`src/shared/wiper_otp_defines.vh`:
```
// constants for the wiper fuse-array store and protect block
// assumes one 40 MHz clock and a two-wire command link on pins
//
// Overview of operation
// store copies wiper into next slot from 0x01
// at most fifty successful stores ever
// store lasts 350 ms, commands locked meanwhile
// program success bit records last store outcome
// blank array gives midscale wiper at power-up
// slot read takes index from D5..D0
// last-slot command returns newest written slot index
// slot zero reserved, 0x01..0x32 hold stores in order
// wiper and array writes refused after power-up
// unlock bit 0 freezes wiper except reloads
// host sets unlock bit before wiper writes
// program enable resets 0, host sets it
// word 0x1C03 sets unlock and program enable
// word 0x0500 loads wiper 0x100 when unlocked
// word 0x0800 reads wiper next frame
// word 0x0C00 stores wiper into next slot
// wiper readback word holds wiper in bits 9..0
// word 0x1800 reads last slot index next frame
// last slot index sits in bits 5..0
// all-zero word is no-op, clocks out results; the code instead sets the answer word to 0x0000
// word 0x1419 reads slot 0x19 next frame
// word 0x2000 reads four control bits next frame
// frame is 16 bits MSB first: 00,cmd4,data10
// success bit 1 after good store, default 0
// address not acknowledged during store cycle
// full array ignores store, reports failure
// store without program enable changes nothing
`ifndef WIPER_OTP_DEFINES_VH
`define WIPER_OTP_DEFINES_VH

// command field codes
`define CMD_NOP          4'h0
`define CMD_WR_WIPER     4'h1
`define CMD_RD_WIPER     4'h2
`define CMD_STORE        4'h3
`define CMD_SW_RESET     4'h4
`define CMD_RD_SLOT      4'h5
`define CMD_RD_LAST      4'h6
`define CMD_WR_CTRL      4'h7
`define CMD_RD_CTRL      4'h8

// command word layout
`define CMD_MSB          13
`define CMD_LSB          10
`define DATA_MSB         9
`define SLOT_IDX_MSB     5

// control bit positions
`define CTRL_PGM_EN_BIT  0
`define CTRL_UNLOCK_BIT  1
`define CTRL_CAL_DIS_BIT 2

// array geometry and reset values
`define WIPER_W          10
`define SLOT_W           6
`define SLOT_NONE        6'h00
`define SLOT_FIRST       6'h01
`define SLOT_LAST        6'h32
`define WIPER_MIDSCALE   10'h200

// store cycle timing
`define STORE_TIME_MS    350
`define CLK_FREQ_KHZ     40000
// 350 ms at 40 MHz, sized for the 24-bit store counter
`define STORE_CYCLES     24'd14000000

// link address, value arbitrary
`define DEFAULT_DEV_ADDR 7'h2c

`endif

```
`src/design/fuse_slot_memory.v`:
```
// fuse slot storage: one write port, one registered read port
// assumes the caller never rewrites a slot
`timescale 1ns/1ps
`default_nettype none
`include "wiper_otp_defines.vh"

module fuse_slot_memory (
  // clock
  input  wire                  clk_in,
  // write side
  input  wire                  wr_en_in,
  input  wire [`SLOT_W-1:0]    wr_addr_in,
  input  wire [`WIPER_W-1:0]   wr_data_in,
  // read side
  input  wire [`SLOT_W-1:0]    rd_addr_in,
  output reg  [`WIPER_W-1:0]   rd_data_out
);

  reg [`WIPER_W-1:0] slots [0:(1<<`SLOT_W)-1];

  always @(posedge clk_in) begin
    if (wr_en_in) begin
      slots[wr_addr_in] <= wr_data_in;
    end
    rd_data_out <= slots[rd_addr_in];
  end

endmodule
`default_nettype wire

```
`src/design/wiper_otp_store_and_protect.v`:
```
// wiper register, fuse slot store, control bits and two-wire command slave
// assumes scl/sda and the reset pin come from outside the clock domain
`timescale 1ns/1ps
`default_nettype none
`include "wiper_otp_defines.vh"

module wiper_otp_store_and_protect #(
  parameter [23:0] STORE_CYCLES = `STORE_CYCLES,
  parameter [6:0]  DEV_ADDR     = `DEFAULT_DEV_ADDR
) (
  // clock and reset
  input  wire                ref_clk_in,
  input  wire                sys_rst_in,
  // link pins
  input  wire                scl_in,
  input  wire                sda_in,
  output reg                 sda_out,
  output reg                 sda_oe_out,
  // hardware reset pin, active low
  input  wire                reset_pin_n_in,
  // state
  output reg  [`WIPER_W-1:0] wiper_setting_out,
  output reg                 array_program_enable_out,
  output reg                 wiper_write_unlock_out,
  output reg                 cal_disable_out,
  output reg                 program_success_flag_out,
  output reg                 store_busy_out,
  output reg  [`SLOT_W-1:0]  last_slot_out
);

  localparam [23:0] STORE_END = STORE_CYCLES - 24'h000001;

  localparam [2:0] L_IDLE     = 3'd0;
  localparam [2:0] L_ADDR     = 3'd1;
  localparam [2:0] L_ADDR_ACK = 3'd2;
  localparam [2:0] L_WR_BYTE  = 3'd3;
  localparam [2:0] L_WR_ACK   = 3'd4;
  localparam [2:0] L_RD_BYTE  = 3'd5;
  localparam [2:0] L_RD_ACK   = 3'd6;

  localparam [1:0] P_NONE   = 2'd0;
  localparam [1:0] P_RELOAD = 2'd1;
  localparam [1:0] P_SLOT   = 2'd2;

  //////////////////////////////////////////////////////////////////////////////
  // pin synchronisers and edge detection

  reg scl_s1, scl_s2, scl_s3;
  reg sda_s1, sda_s2, sda_s3;
  reg rst_s1, rst_s2, rst_s3;

  always @(posedge ref_clk_in) begin
    if (sys_rst_in) begin
      scl_s1 <= 1'b1;
      scl_s2 <= 1'b1;
      scl_s3 <= 1'b1;
      sda_s1 <= 1'b1;
      sda_s2 <= 1'b1;
      sda_s3 <= 1'b1;
      rst_s1 <= 1'b1;
      rst_s2 <= 1'b1;
      rst_s3 <= 1'b1;
    end else begin
      scl_s1 <= scl_in;
      scl_s2 <= scl_s1;
      scl_s3 <= scl_s2;
      sda_s1 <= sda_in;
      sda_s2 <= sda_s1;
      sda_s3 <= sda_s2;
      rst_s1 <= reset_pin_n_in;
      rst_s2 <= rst_s1;
      rst_s3 <= rst_s2;
    end
  end

  wire scl_rise  = scl_s2 & ~scl_s3;
  wire scl_fall  = ~scl_s2 & scl_s3;
  wire frm_start = scl_s2 & scl_s3 & sda_s3 & ~sda_s2;
  wire frm_stop  = scl_s2 & scl_s3 & ~sda_s3 & sda_s2;
  wire pin_reset = rst_s3 & ~rst_s2;

  //////////////////////////////////////////////////////////////////////////////
  // two-wire slave: address, two command bytes, or two answer bytes

  reg  [2:0]  link_state;
  reg  [3:0]  bit_cnt;
  reg  [7:0]  rx_shift;
  reg  [15:0] tx_shift;
  reg  [7:0]  cmd_hi;
  reg         second_byte;
  reg         rw_bit;
  reg         master_ack;
  reg         cmd_valid;
  reg  [15:0] cmd_word;
  reg  [15:0] rd_word;

  always @(posedge ref_clk_in) begin
    if (sys_rst_in) begin
      link_state  <= L_IDLE;
      bit_cnt     <= 4'h0;
      rx_shift    <= 8'h00;
      tx_shift    <= 16'h0000;
      cmd_hi      <= 8'h00;
      second_byte <= 1'b0;
      rw_bit      <= 1'b0;
      master_ack  <= 1'b0;
      cmd_valid   <= 1'b0;
      cmd_word    <= 16'h0000;
      sda_out     <= 1'b0;
      sda_oe_out  <= 1'b0;
    end else begin
      cmd_valid <= 1'b0;
      if (frm_start) begin
        link_state  <= L_ADDR;
        bit_cnt     <= 4'h0;
        second_byte <= 1'b0;
        sda_oe_out  <= 1'b0;
      end else if (frm_stop) begin
        link_state <= L_IDLE;
        sda_oe_out <= 1'b0;
      end else if (scl_rise) begin
        case (link_state)
          L_ADDR, L_WR_BYTE: begin
            rx_shift <= {rx_shift[6:0], sda_s2};
            bit_cnt  <= bit_cnt + 4'h1;
          end
          L_RD_ACK: begin
            master_ack <= ~sda_s2;
          end
          default: begin
          end
        endcase
      end else if (scl_fall) begin
        case (link_state)
          L_ADDR: begin
            if (bit_cnt == 4'h8) begin
              // no acknowledge while a store cycle runs
              if (rx_shift[7:1] == DEV_ADDR && !store_busy_out) begin
                sda_oe_out <= 1'b1;
                rw_bit     <= rx_shift[0];
                tx_shift   <= rd_word;
                link_state <= L_ADDR_ACK;
              end else begin
                link_state <= L_IDLE;
              end
            end
          end
          L_ADDR_ACK: begin
            if (rw_bit) begin
              sda_oe_out <= ~tx_shift[15];
              tx_shift   <= {tx_shift[14:0], 1'b0};
              bit_cnt    <= 4'h1;
              link_state <= L_RD_BYTE;
            end else begin
              sda_oe_out <= 1'b0;
              bit_cnt    <= 4'h0;
              link_state <= L_WR_BYTE;
            end
          end
          L_WR_BYTE: begin
            if (bit_cnt == 4'h8) begin
              sda_oe_out <= 1'b1;
              link_state <= L_WR_ACK;
              if (!second_byte) begin
                cmd_hi <= rx_shift;
              end else begin
                cmd_word  <= {cmd_hi, rx_shift};
                cmd_valid <= 1'b1;
              end
            end
          end
          L_WR_ACK: begin
            sda_oe_out  <= 1'b0;
            bit_cnt     <= 4'h0;
            second_byte <= ~second_byte;
            link_state  <= L_WR_BYTE;
          end
          L_RD_BYTE: begin
            if (bit_cnt == 4'h8) begin
              sda_oe_out <= 1'b0;
              link_state <= L_RD_ACK;
            end else begin
              sda_oe_out <= ~tx_shift[15];
              tx_shift   <= {tx_shift[14:0], 1'b0};
              bit_cnt    <= bit_cnt + 4'h1;
            end
          end
          L_RD_ACK: begin
            if (master_ack && !second_byte) begin
              second_byte <= 1'b1;
              sda_oe_out  <= ~tx_shift[15];
              tx_shift    <= {tx_shift[14:0], 1'b0};
              bit_cnt     <= 4'h1;
              link_state  <= L_RD_BYTE;
            end else begin
              sda_oe_out <= 1'b0;
              link_state <= L_IDLE;
            end
          end
          default: begin
            link_state <= L_IDLE;
          end
        endcase
      end
    end
  end

  //////////////////////////////////////////////////////////////////////////////
  // fuse slot array

  reg                 mem_we;
  reg  [`SLOT_W-1:0]  mem_waddr;
  reg  [`WIPER_W-1:0] mem_wdata;
  reg  [`SLOT_W-1:0]  mem_raddr;
  wire [`WIPER_W-1:0] mem_rdata;

  fuse_slot_memory u_slots (
    .clk_in      (ref_clk_in),
    .wr_en_in    (mem_we),
    .wr_addr_in  (mem_waddr),
    .wr_data_in  (mem_wdata),
    .rd_addr_in  (mem_raddr),
    .rd_data_out (mem_rdata)
  );

  //////////////////////////////////////////////////////////////////////////////
  // command execution

  wire [3:0]          cmd_code = cmd_word[`CMD_MSB:`CMD_LSB];
  wire [`WIPER_W-1:0] cmd_data = cmd_word[`DATA_MSB:0];
  wire [`SLOT_W-1:0]  cmd_slot = cmd_word[`SLOT_IDX_MSB:0];
  wire [`SLOT_W-1:0]  next_slot = last_slot_out + `SLOT_FIRST;

  reg [1:0]  pend_kind;
  reg [1:0]  stage_kind;
  reg        slot_ok;
  reg [23:0] busy_cnt;

  always @(posedge ref_clk_in) begin
    if (sys_rst_in) begin
      wiper_setting_out        <= `WIPER_MIDSCALE;
      array_program_enable_out <= 1'b0;
      wiper_write_unlock_out   <= 1'b0;
      cal_disable_out          <= 1'b0;
      program_success_flag_out <= 1'b0;
      store_busy_out           <= 1'b0;
      last_slot_out            <= `SLOT_NONE;
      busy_cnt                 <= 24'h000000;
      rd_word                  <= 16'h0000;
      mem_we                   <= 1'b0;
      mem_waddr                <= `SLOT_NONE;
      mem_wdata                <= `WIPER_MIDSCALE;
      mem_raddr                <= `SLOT_NONE;
      pend_kind                <= P_NONE;
      stage_kind               <= P_NONE;
      slot_ok                  <= 1'b0;
    end else begin
      mem_we     <= 1'b0;
      pend_kind  <= P_NONE;
      stage_kind <= pend_kind;
      if (store_busy_out) begin
        busy_cnt <= busy_cnt + 24'h000001;
        if (busy_cnt == STORE_END) begin
          store_busy_out           <= 1'b0;
          program_success_flag_out <= 1'b1;
        end
      end
      if (stage_kind == P_RELOAD) begin
        if (last_slot_out == `SLOT_NONE) begin
          wiper_setting_out <= `WIPER_MIDSCALE;
        end else begin
          wiper_setting_out <= mem_rdata;
        end
      end else if (stage_kind == P_SLOT) begin
        rd_word <= slot_ok ? {6'h00, mem_rdata} : 16'h0000;
      end
      if (pin_reset) begin
        array_program_enable_out <= 1'b0;
        wiper_write_unlock_out   <= 1'b0;
        cal_disable_out          <= 1'b0;
        mem_raddr                <= last_slot_out;
        pend_kind                <= P_RELOAD;
      end else if (cmd_valid && !store_busy_out) begin
        rd_word <= cmd_word;
        case (cmd_code)
          `CMD_NOP: begin
          end
          `CMD_WR_WIPER: begin
            if (wiper_write_unlock_out) begin
              wiper_setting_out <= cmd_data;
            end
          end
          `CMD_RD_WIPER: begin
            rd_word <= {6'h00, wiper_setting_out};
          end
          `CMD_STORE: begin
            if (array_program_enable_out) begin
              if (last_slot_out < `SLOT_LAST) begin
                mem_we                   <= 1'b1;
                mem_waddr                <= next_slot;
                mem_wdata                <= wiper_setting_out;
                last_slot_out            <= next_slot;
                store_busy_out           <= 1'b1;
                busy_cnt                 <= 24'h000000;
                program_success_flag_out <= 1'b0;
              end else begin
                program_success_flag_out <= 1'b0;
              end
            end
          end
          `CMD_SW_RESET: begin
            mem_raddr <= last_slot_out;
            pend_kind <= P_RELOAD;
          end
          `CMD_RD_SLOT: begin
            mem_raddr <= cmd_slot;
            slot_ok   <= (cmd_slot != `SLOT_NONE) && (cmd_slot <= last_slot_out);
            pend_kind <= P_SLOT;
          end
          `CMD_RD_LAST: begin
            rd_word <= {10'h000, last_slot_out};
          end
          `CMD_WR_CTRL: begin
            array_program_enable_out <= cmd_data[`CTRL_PGM_EN_BIT];
            wiper_write_unlock_out   <= cmd_data[`CTRL_UNLOCK_BIT];
            cal_disable_out          <= cmd_data[`CTRL_CAL_DIS_BIT];
          end
          `CMD_RD_CTRL: begin
            rd_word <= {12'h000, program_success_flag_out, cal_disable_out,
                        wiper_write_unlock_out, array_program_enable_out};
          end
          default: begin
          end
        endcase
      end
    end
  end

endmodule
`default_nettype wire

```
`config.mk`:
```
export PLATFORM = sky130hd
export DESIGN_NAME = wiper_otp_store_and_protect
export DESIGN_NICKNAME = d
export VERILOG_FILES = /design/src/design/fuse_slot_memory.v /design/src/design/wiper_otp_store_and_protect.v
export VERILOG_INCLUDE_DIRS = /design/src /design/src/shared
export SDC_FILE = /design/constraint.sdc
export NUM_CORES = 1
export LEC_CHECK = 0
export ABC_AREA = 1
export BUFFER_PORTS_ARGS = -buffer_cell sky130_fd_sc_hd__buf_2
export CAP_MARGIN = 0
export CORE_ASPECT_RATIO = 0.5
export CORE_MARGIN = 2
export CORE_UTILIZATION = 50
export CTS_CLUSTER_SIZE = 10
export DETAILED_ROUTE_END_ITERATION = 8
export PLACE_DENSITY = 0.76
export SLEW_MARGIN = 20
export SYNTH_ARGS = -nofsm -noshare
export SYNTH_HDL_FRONTEND = slang
export SYNTH_SLANG_ARGS = --single-unit
```
`constraint.sdc`:
```
create_clock -name ref_clk_in -period 3.52 [get_ports ref_clk_in]
set_clock_uncertainty 0.1 [all_clocks]
set_input_delay 0 -clock ref_clk_in [delete_from_list [all_inputs] [get_ports ref_clk_in]]
set_output_delay 0 -clock ref_clk_in [all_outputs]
set_load 0.05 [all_outputs]
```
==> reports/results.txt <==
Register bit count reported by yosys = 802
Number of buffer cells added on primary ports = 26
Number of warnings issued by yosys = 0
Crit path top cell by count = nor2_1
Average footprint of a synthesized cell = 10.2 sq um
Worst-case clock buffer depth = 3
Count of max-cap constraint violations = 0
Number of placement rows = 66
Max-slew violation total from the final report = 0
Reg clk slew, reported paths = 60 ps
Initial antenna violation count = 2
Pin slew with the least headroom to its limit = 1370 ps
Highest clock rate = 352 MHz
Remaining number of nets flagged by the antenna check after routing = 0
Reg2Reg Launch Point = mem_waddr[0]$_SDFFE_PP0P_
Number of gates resized after cts = 0
Most area-consuming cells after synthesis = edfxtp_1, nand2_1, dfxtp_1, nand3_1, nor2_1
Worst-case vdd ir drop = 0.385 mV
Cell leakage power = 13.6 nW
Wire length reported by the detailed router = 85800 um
Hold bufs inserted after CTS = 7
Clock tree from TritonCTS = built
Final-layout setup total negative slack = 0 ps
Startpoint of the most critical hold path = sda_s1$_SDFF_PP1_
Endpoint class of the critical path = flip-flop
Synthesized instance count = 3281
Worst hold slack after final layout = 306 ps
Worst path arrival time = 3020 ps
Worst-path fanout max = 10
Gp weighted congestion = 0.893
Post-synthesis net count = 3301
I/O pin cnt = 28
Number of setup violations in the final report = 0
Startpoint-to-endpoint class of the critical path = reg -> reg
Worst slack after detailed placement = 787 ps
Number of setup buffers added after CTS = 0
Number of buffers added by the clock tree synthesis step = 90
Number of iterations in the first detailed-routing pass = 6
Number of vias after detailed routing = 24400
Data required, critical path = 3690 ps
Critical Path Source = mem_waddr[0]$_SDFFE_PP0P_
Final Util = 56.5%
Crit start category = flip-flop
Cell chain of the critical path = clkinv_1, nor2_1, nand2_1, nor2_1
Part of the cycle the worst path needs = 80.7%
Global-route wire length before repair = 133000 um
GRT Residual Overflow = 0
DP HPWL = 51100 um
Power density over the cells = 521 mW/mm^2
Root buf cell = clkbuf_16
Starting utilization of the core area = 51.0%
Vias per cell = 5.77
Max-Slew Margin vs Limit = 8.61%
Largest net degree at the start of global routing = 231
Via count of the first global-routing pass = 23600
H-tree depth reported by CTS = 3
Final Hold Viols = 0
Status = finished clean
Setup repair after global routing missed its margin = false
Post-synth cell types = 42
Area added between synthesis and finish = 10.8%
Leading area contributor after synthesis = edfxtp_1
Placeable core area = 0.0655 sq mm
Synth async-reset ratio = 0%
Final critical-path setup slack = 679 ps
Top flip-flop cell by instance count after synthesis = edfxtp_1
Overall Global Routing Usage = 24.7%
Largest incremental delay on the critical path = 880 ps
Clock sinks = 802
Fraction of final layout cells sized beyond drive strength 1 = 6.84%
Hold crit path type = reg -> reg
DIE HEIGHT = 187 um
Floorplan die width = 370 um
Routed len/inst = 20.3 um
Number of DRC markers in iteration 0 = 3407
Die Footprint = 0.0690 sq mm
EDFF count, synth = 640
Final Critical Period = 2840 ps
Post-route DRC = 0
Proportion of synthesized chip area in sequential cells = 67.3%
Worst path slowest cell = nor2_1
Post-route total power = 19.3 mW
Clock network latency to the later pin of the worst-skew pair = 650 ps
Proportion of netlist area held by the largest area contributor = 57.5%
Post-layout nets = 3307
Total standard cell area after synthesis = 0.0334 sq mm
Number of antenna repair diodes = 0
## path summary, 6_finish.rpt
kind | to | slack [ps] | depth (start not counted)
setup reg to reg | u_slots.slots[7][6]$_DFFE_PP_ | 680 | 4
hold reg to reg | sda_s2$_SDFF_PP1_ | 310 | 1
setup / recovery | u_slots.slots[7][6]$_DFFE_PP_ | 680 | 4
hold / removal | sda_s2$_SDFF_PP1_ | 310 | 1
## synthesized netlist by cell type, drive strengths merged (5+ instances only)
library cell,count
a211oi,10
a21oi,78
a31oi,5
buf,108
clkbuf,66
clkinv,7
dfxtp,162
edfxtp,640
ha,15
inv,130
nand2,1077
nand3,594
nand4,15
nor2,220
nor3,19
nor4,7
o211ai,5
o21ai,83
or2,8
xor2,14
## cell type report
class | count | area [sq um]
clock inverters | 6 | 78.8
multi-input cells | 2168 | 9630
flip-flops and latches | 802 | 22500
well taps | 884 | 1110
repair buffers | 88 | 701
clock buffers | 149 | 2490
inverters | 137 | 524
fillers | 5317 | 28500
## metrics by stage
step | std cells | instance area (sq um)
2_1_floorplan | 3281 | 33400
3_3_place_gp | 4072 | 34400
3_5_place_dp | 4072 | 34400
4_1_cts | 4234 | 37000
5_1_grt | 4234 | 37000
6_report | 4234 | 37000
## flip-flops by register name, indices dropped and copies added (netlist names), 10 cells and up
name                 flops
u_slots.slots          640
busy_cnt                24
cmd_word                16
rd_word                 16
tx_shift                16
mem_wdata               10
u_slots.rd_data_out     10
wiper_setting_out       10
## worst max-delay path: cells and delay by family (launching register included)
family                 cells  cell delay, ps
flip-flops                 1             530
AND/OR/NAND/NOR            3            1550
buffers and inverters      1             300
## layout by cell type (no fill, tap or decap), drive strengths merged, types with 10 or more instances in the layout
master,netlist,final
nand3,594,594
clkbuf,66,149
nor3,19,19
a211oi,10,10
ha,15,15
nand2,1077,1077
inv,130,135
dfxtp,162,162
xor2,14,14
buf,108,81
o21ai,83,83
nand4,15,15
edfxtp,640,640
nor2,220,220
a21oi,78,78
## cells by family (layout without fill, tap and decap cells)
| logic type | after synthesis | in the layout | share of synthesized area [%] |
|---|---|---|---|
| AOI/OAI and AO/OA | 188 | 188 | 3.08 |
| buffers and inverters | 311 | 380 | 3.94 |
| adders and majority gates | 15 | 15 | 0.562 |
| other | 1 | 1 | 0.0112 |
| xor gates and xnor gates | 18 | 18 | 0.472 |
| and+or+nand+nor | 1946 | 1946 | 24.7 |
| DFF | 802 | 802 | 67.3 |
## power breakdown
group / leakage (nW) / switching [mW] / internal [mW]
clock: 1.23 / 3.64 / 4.81
sequential: 7.21 / 0.0626 / 10.1
combinational: 5.16 / 0.468 / 0.181
## layer usage
layer  up-vias  routed length, um  track usage, %
li1      11200                  -               -
met5         -                 11               0
met2      1371              38700            37.4
met3       174              10100            6.33
met4         2               2130            7.46
met1     11700              34800            35.2
(Power assumes the default switching activity.)
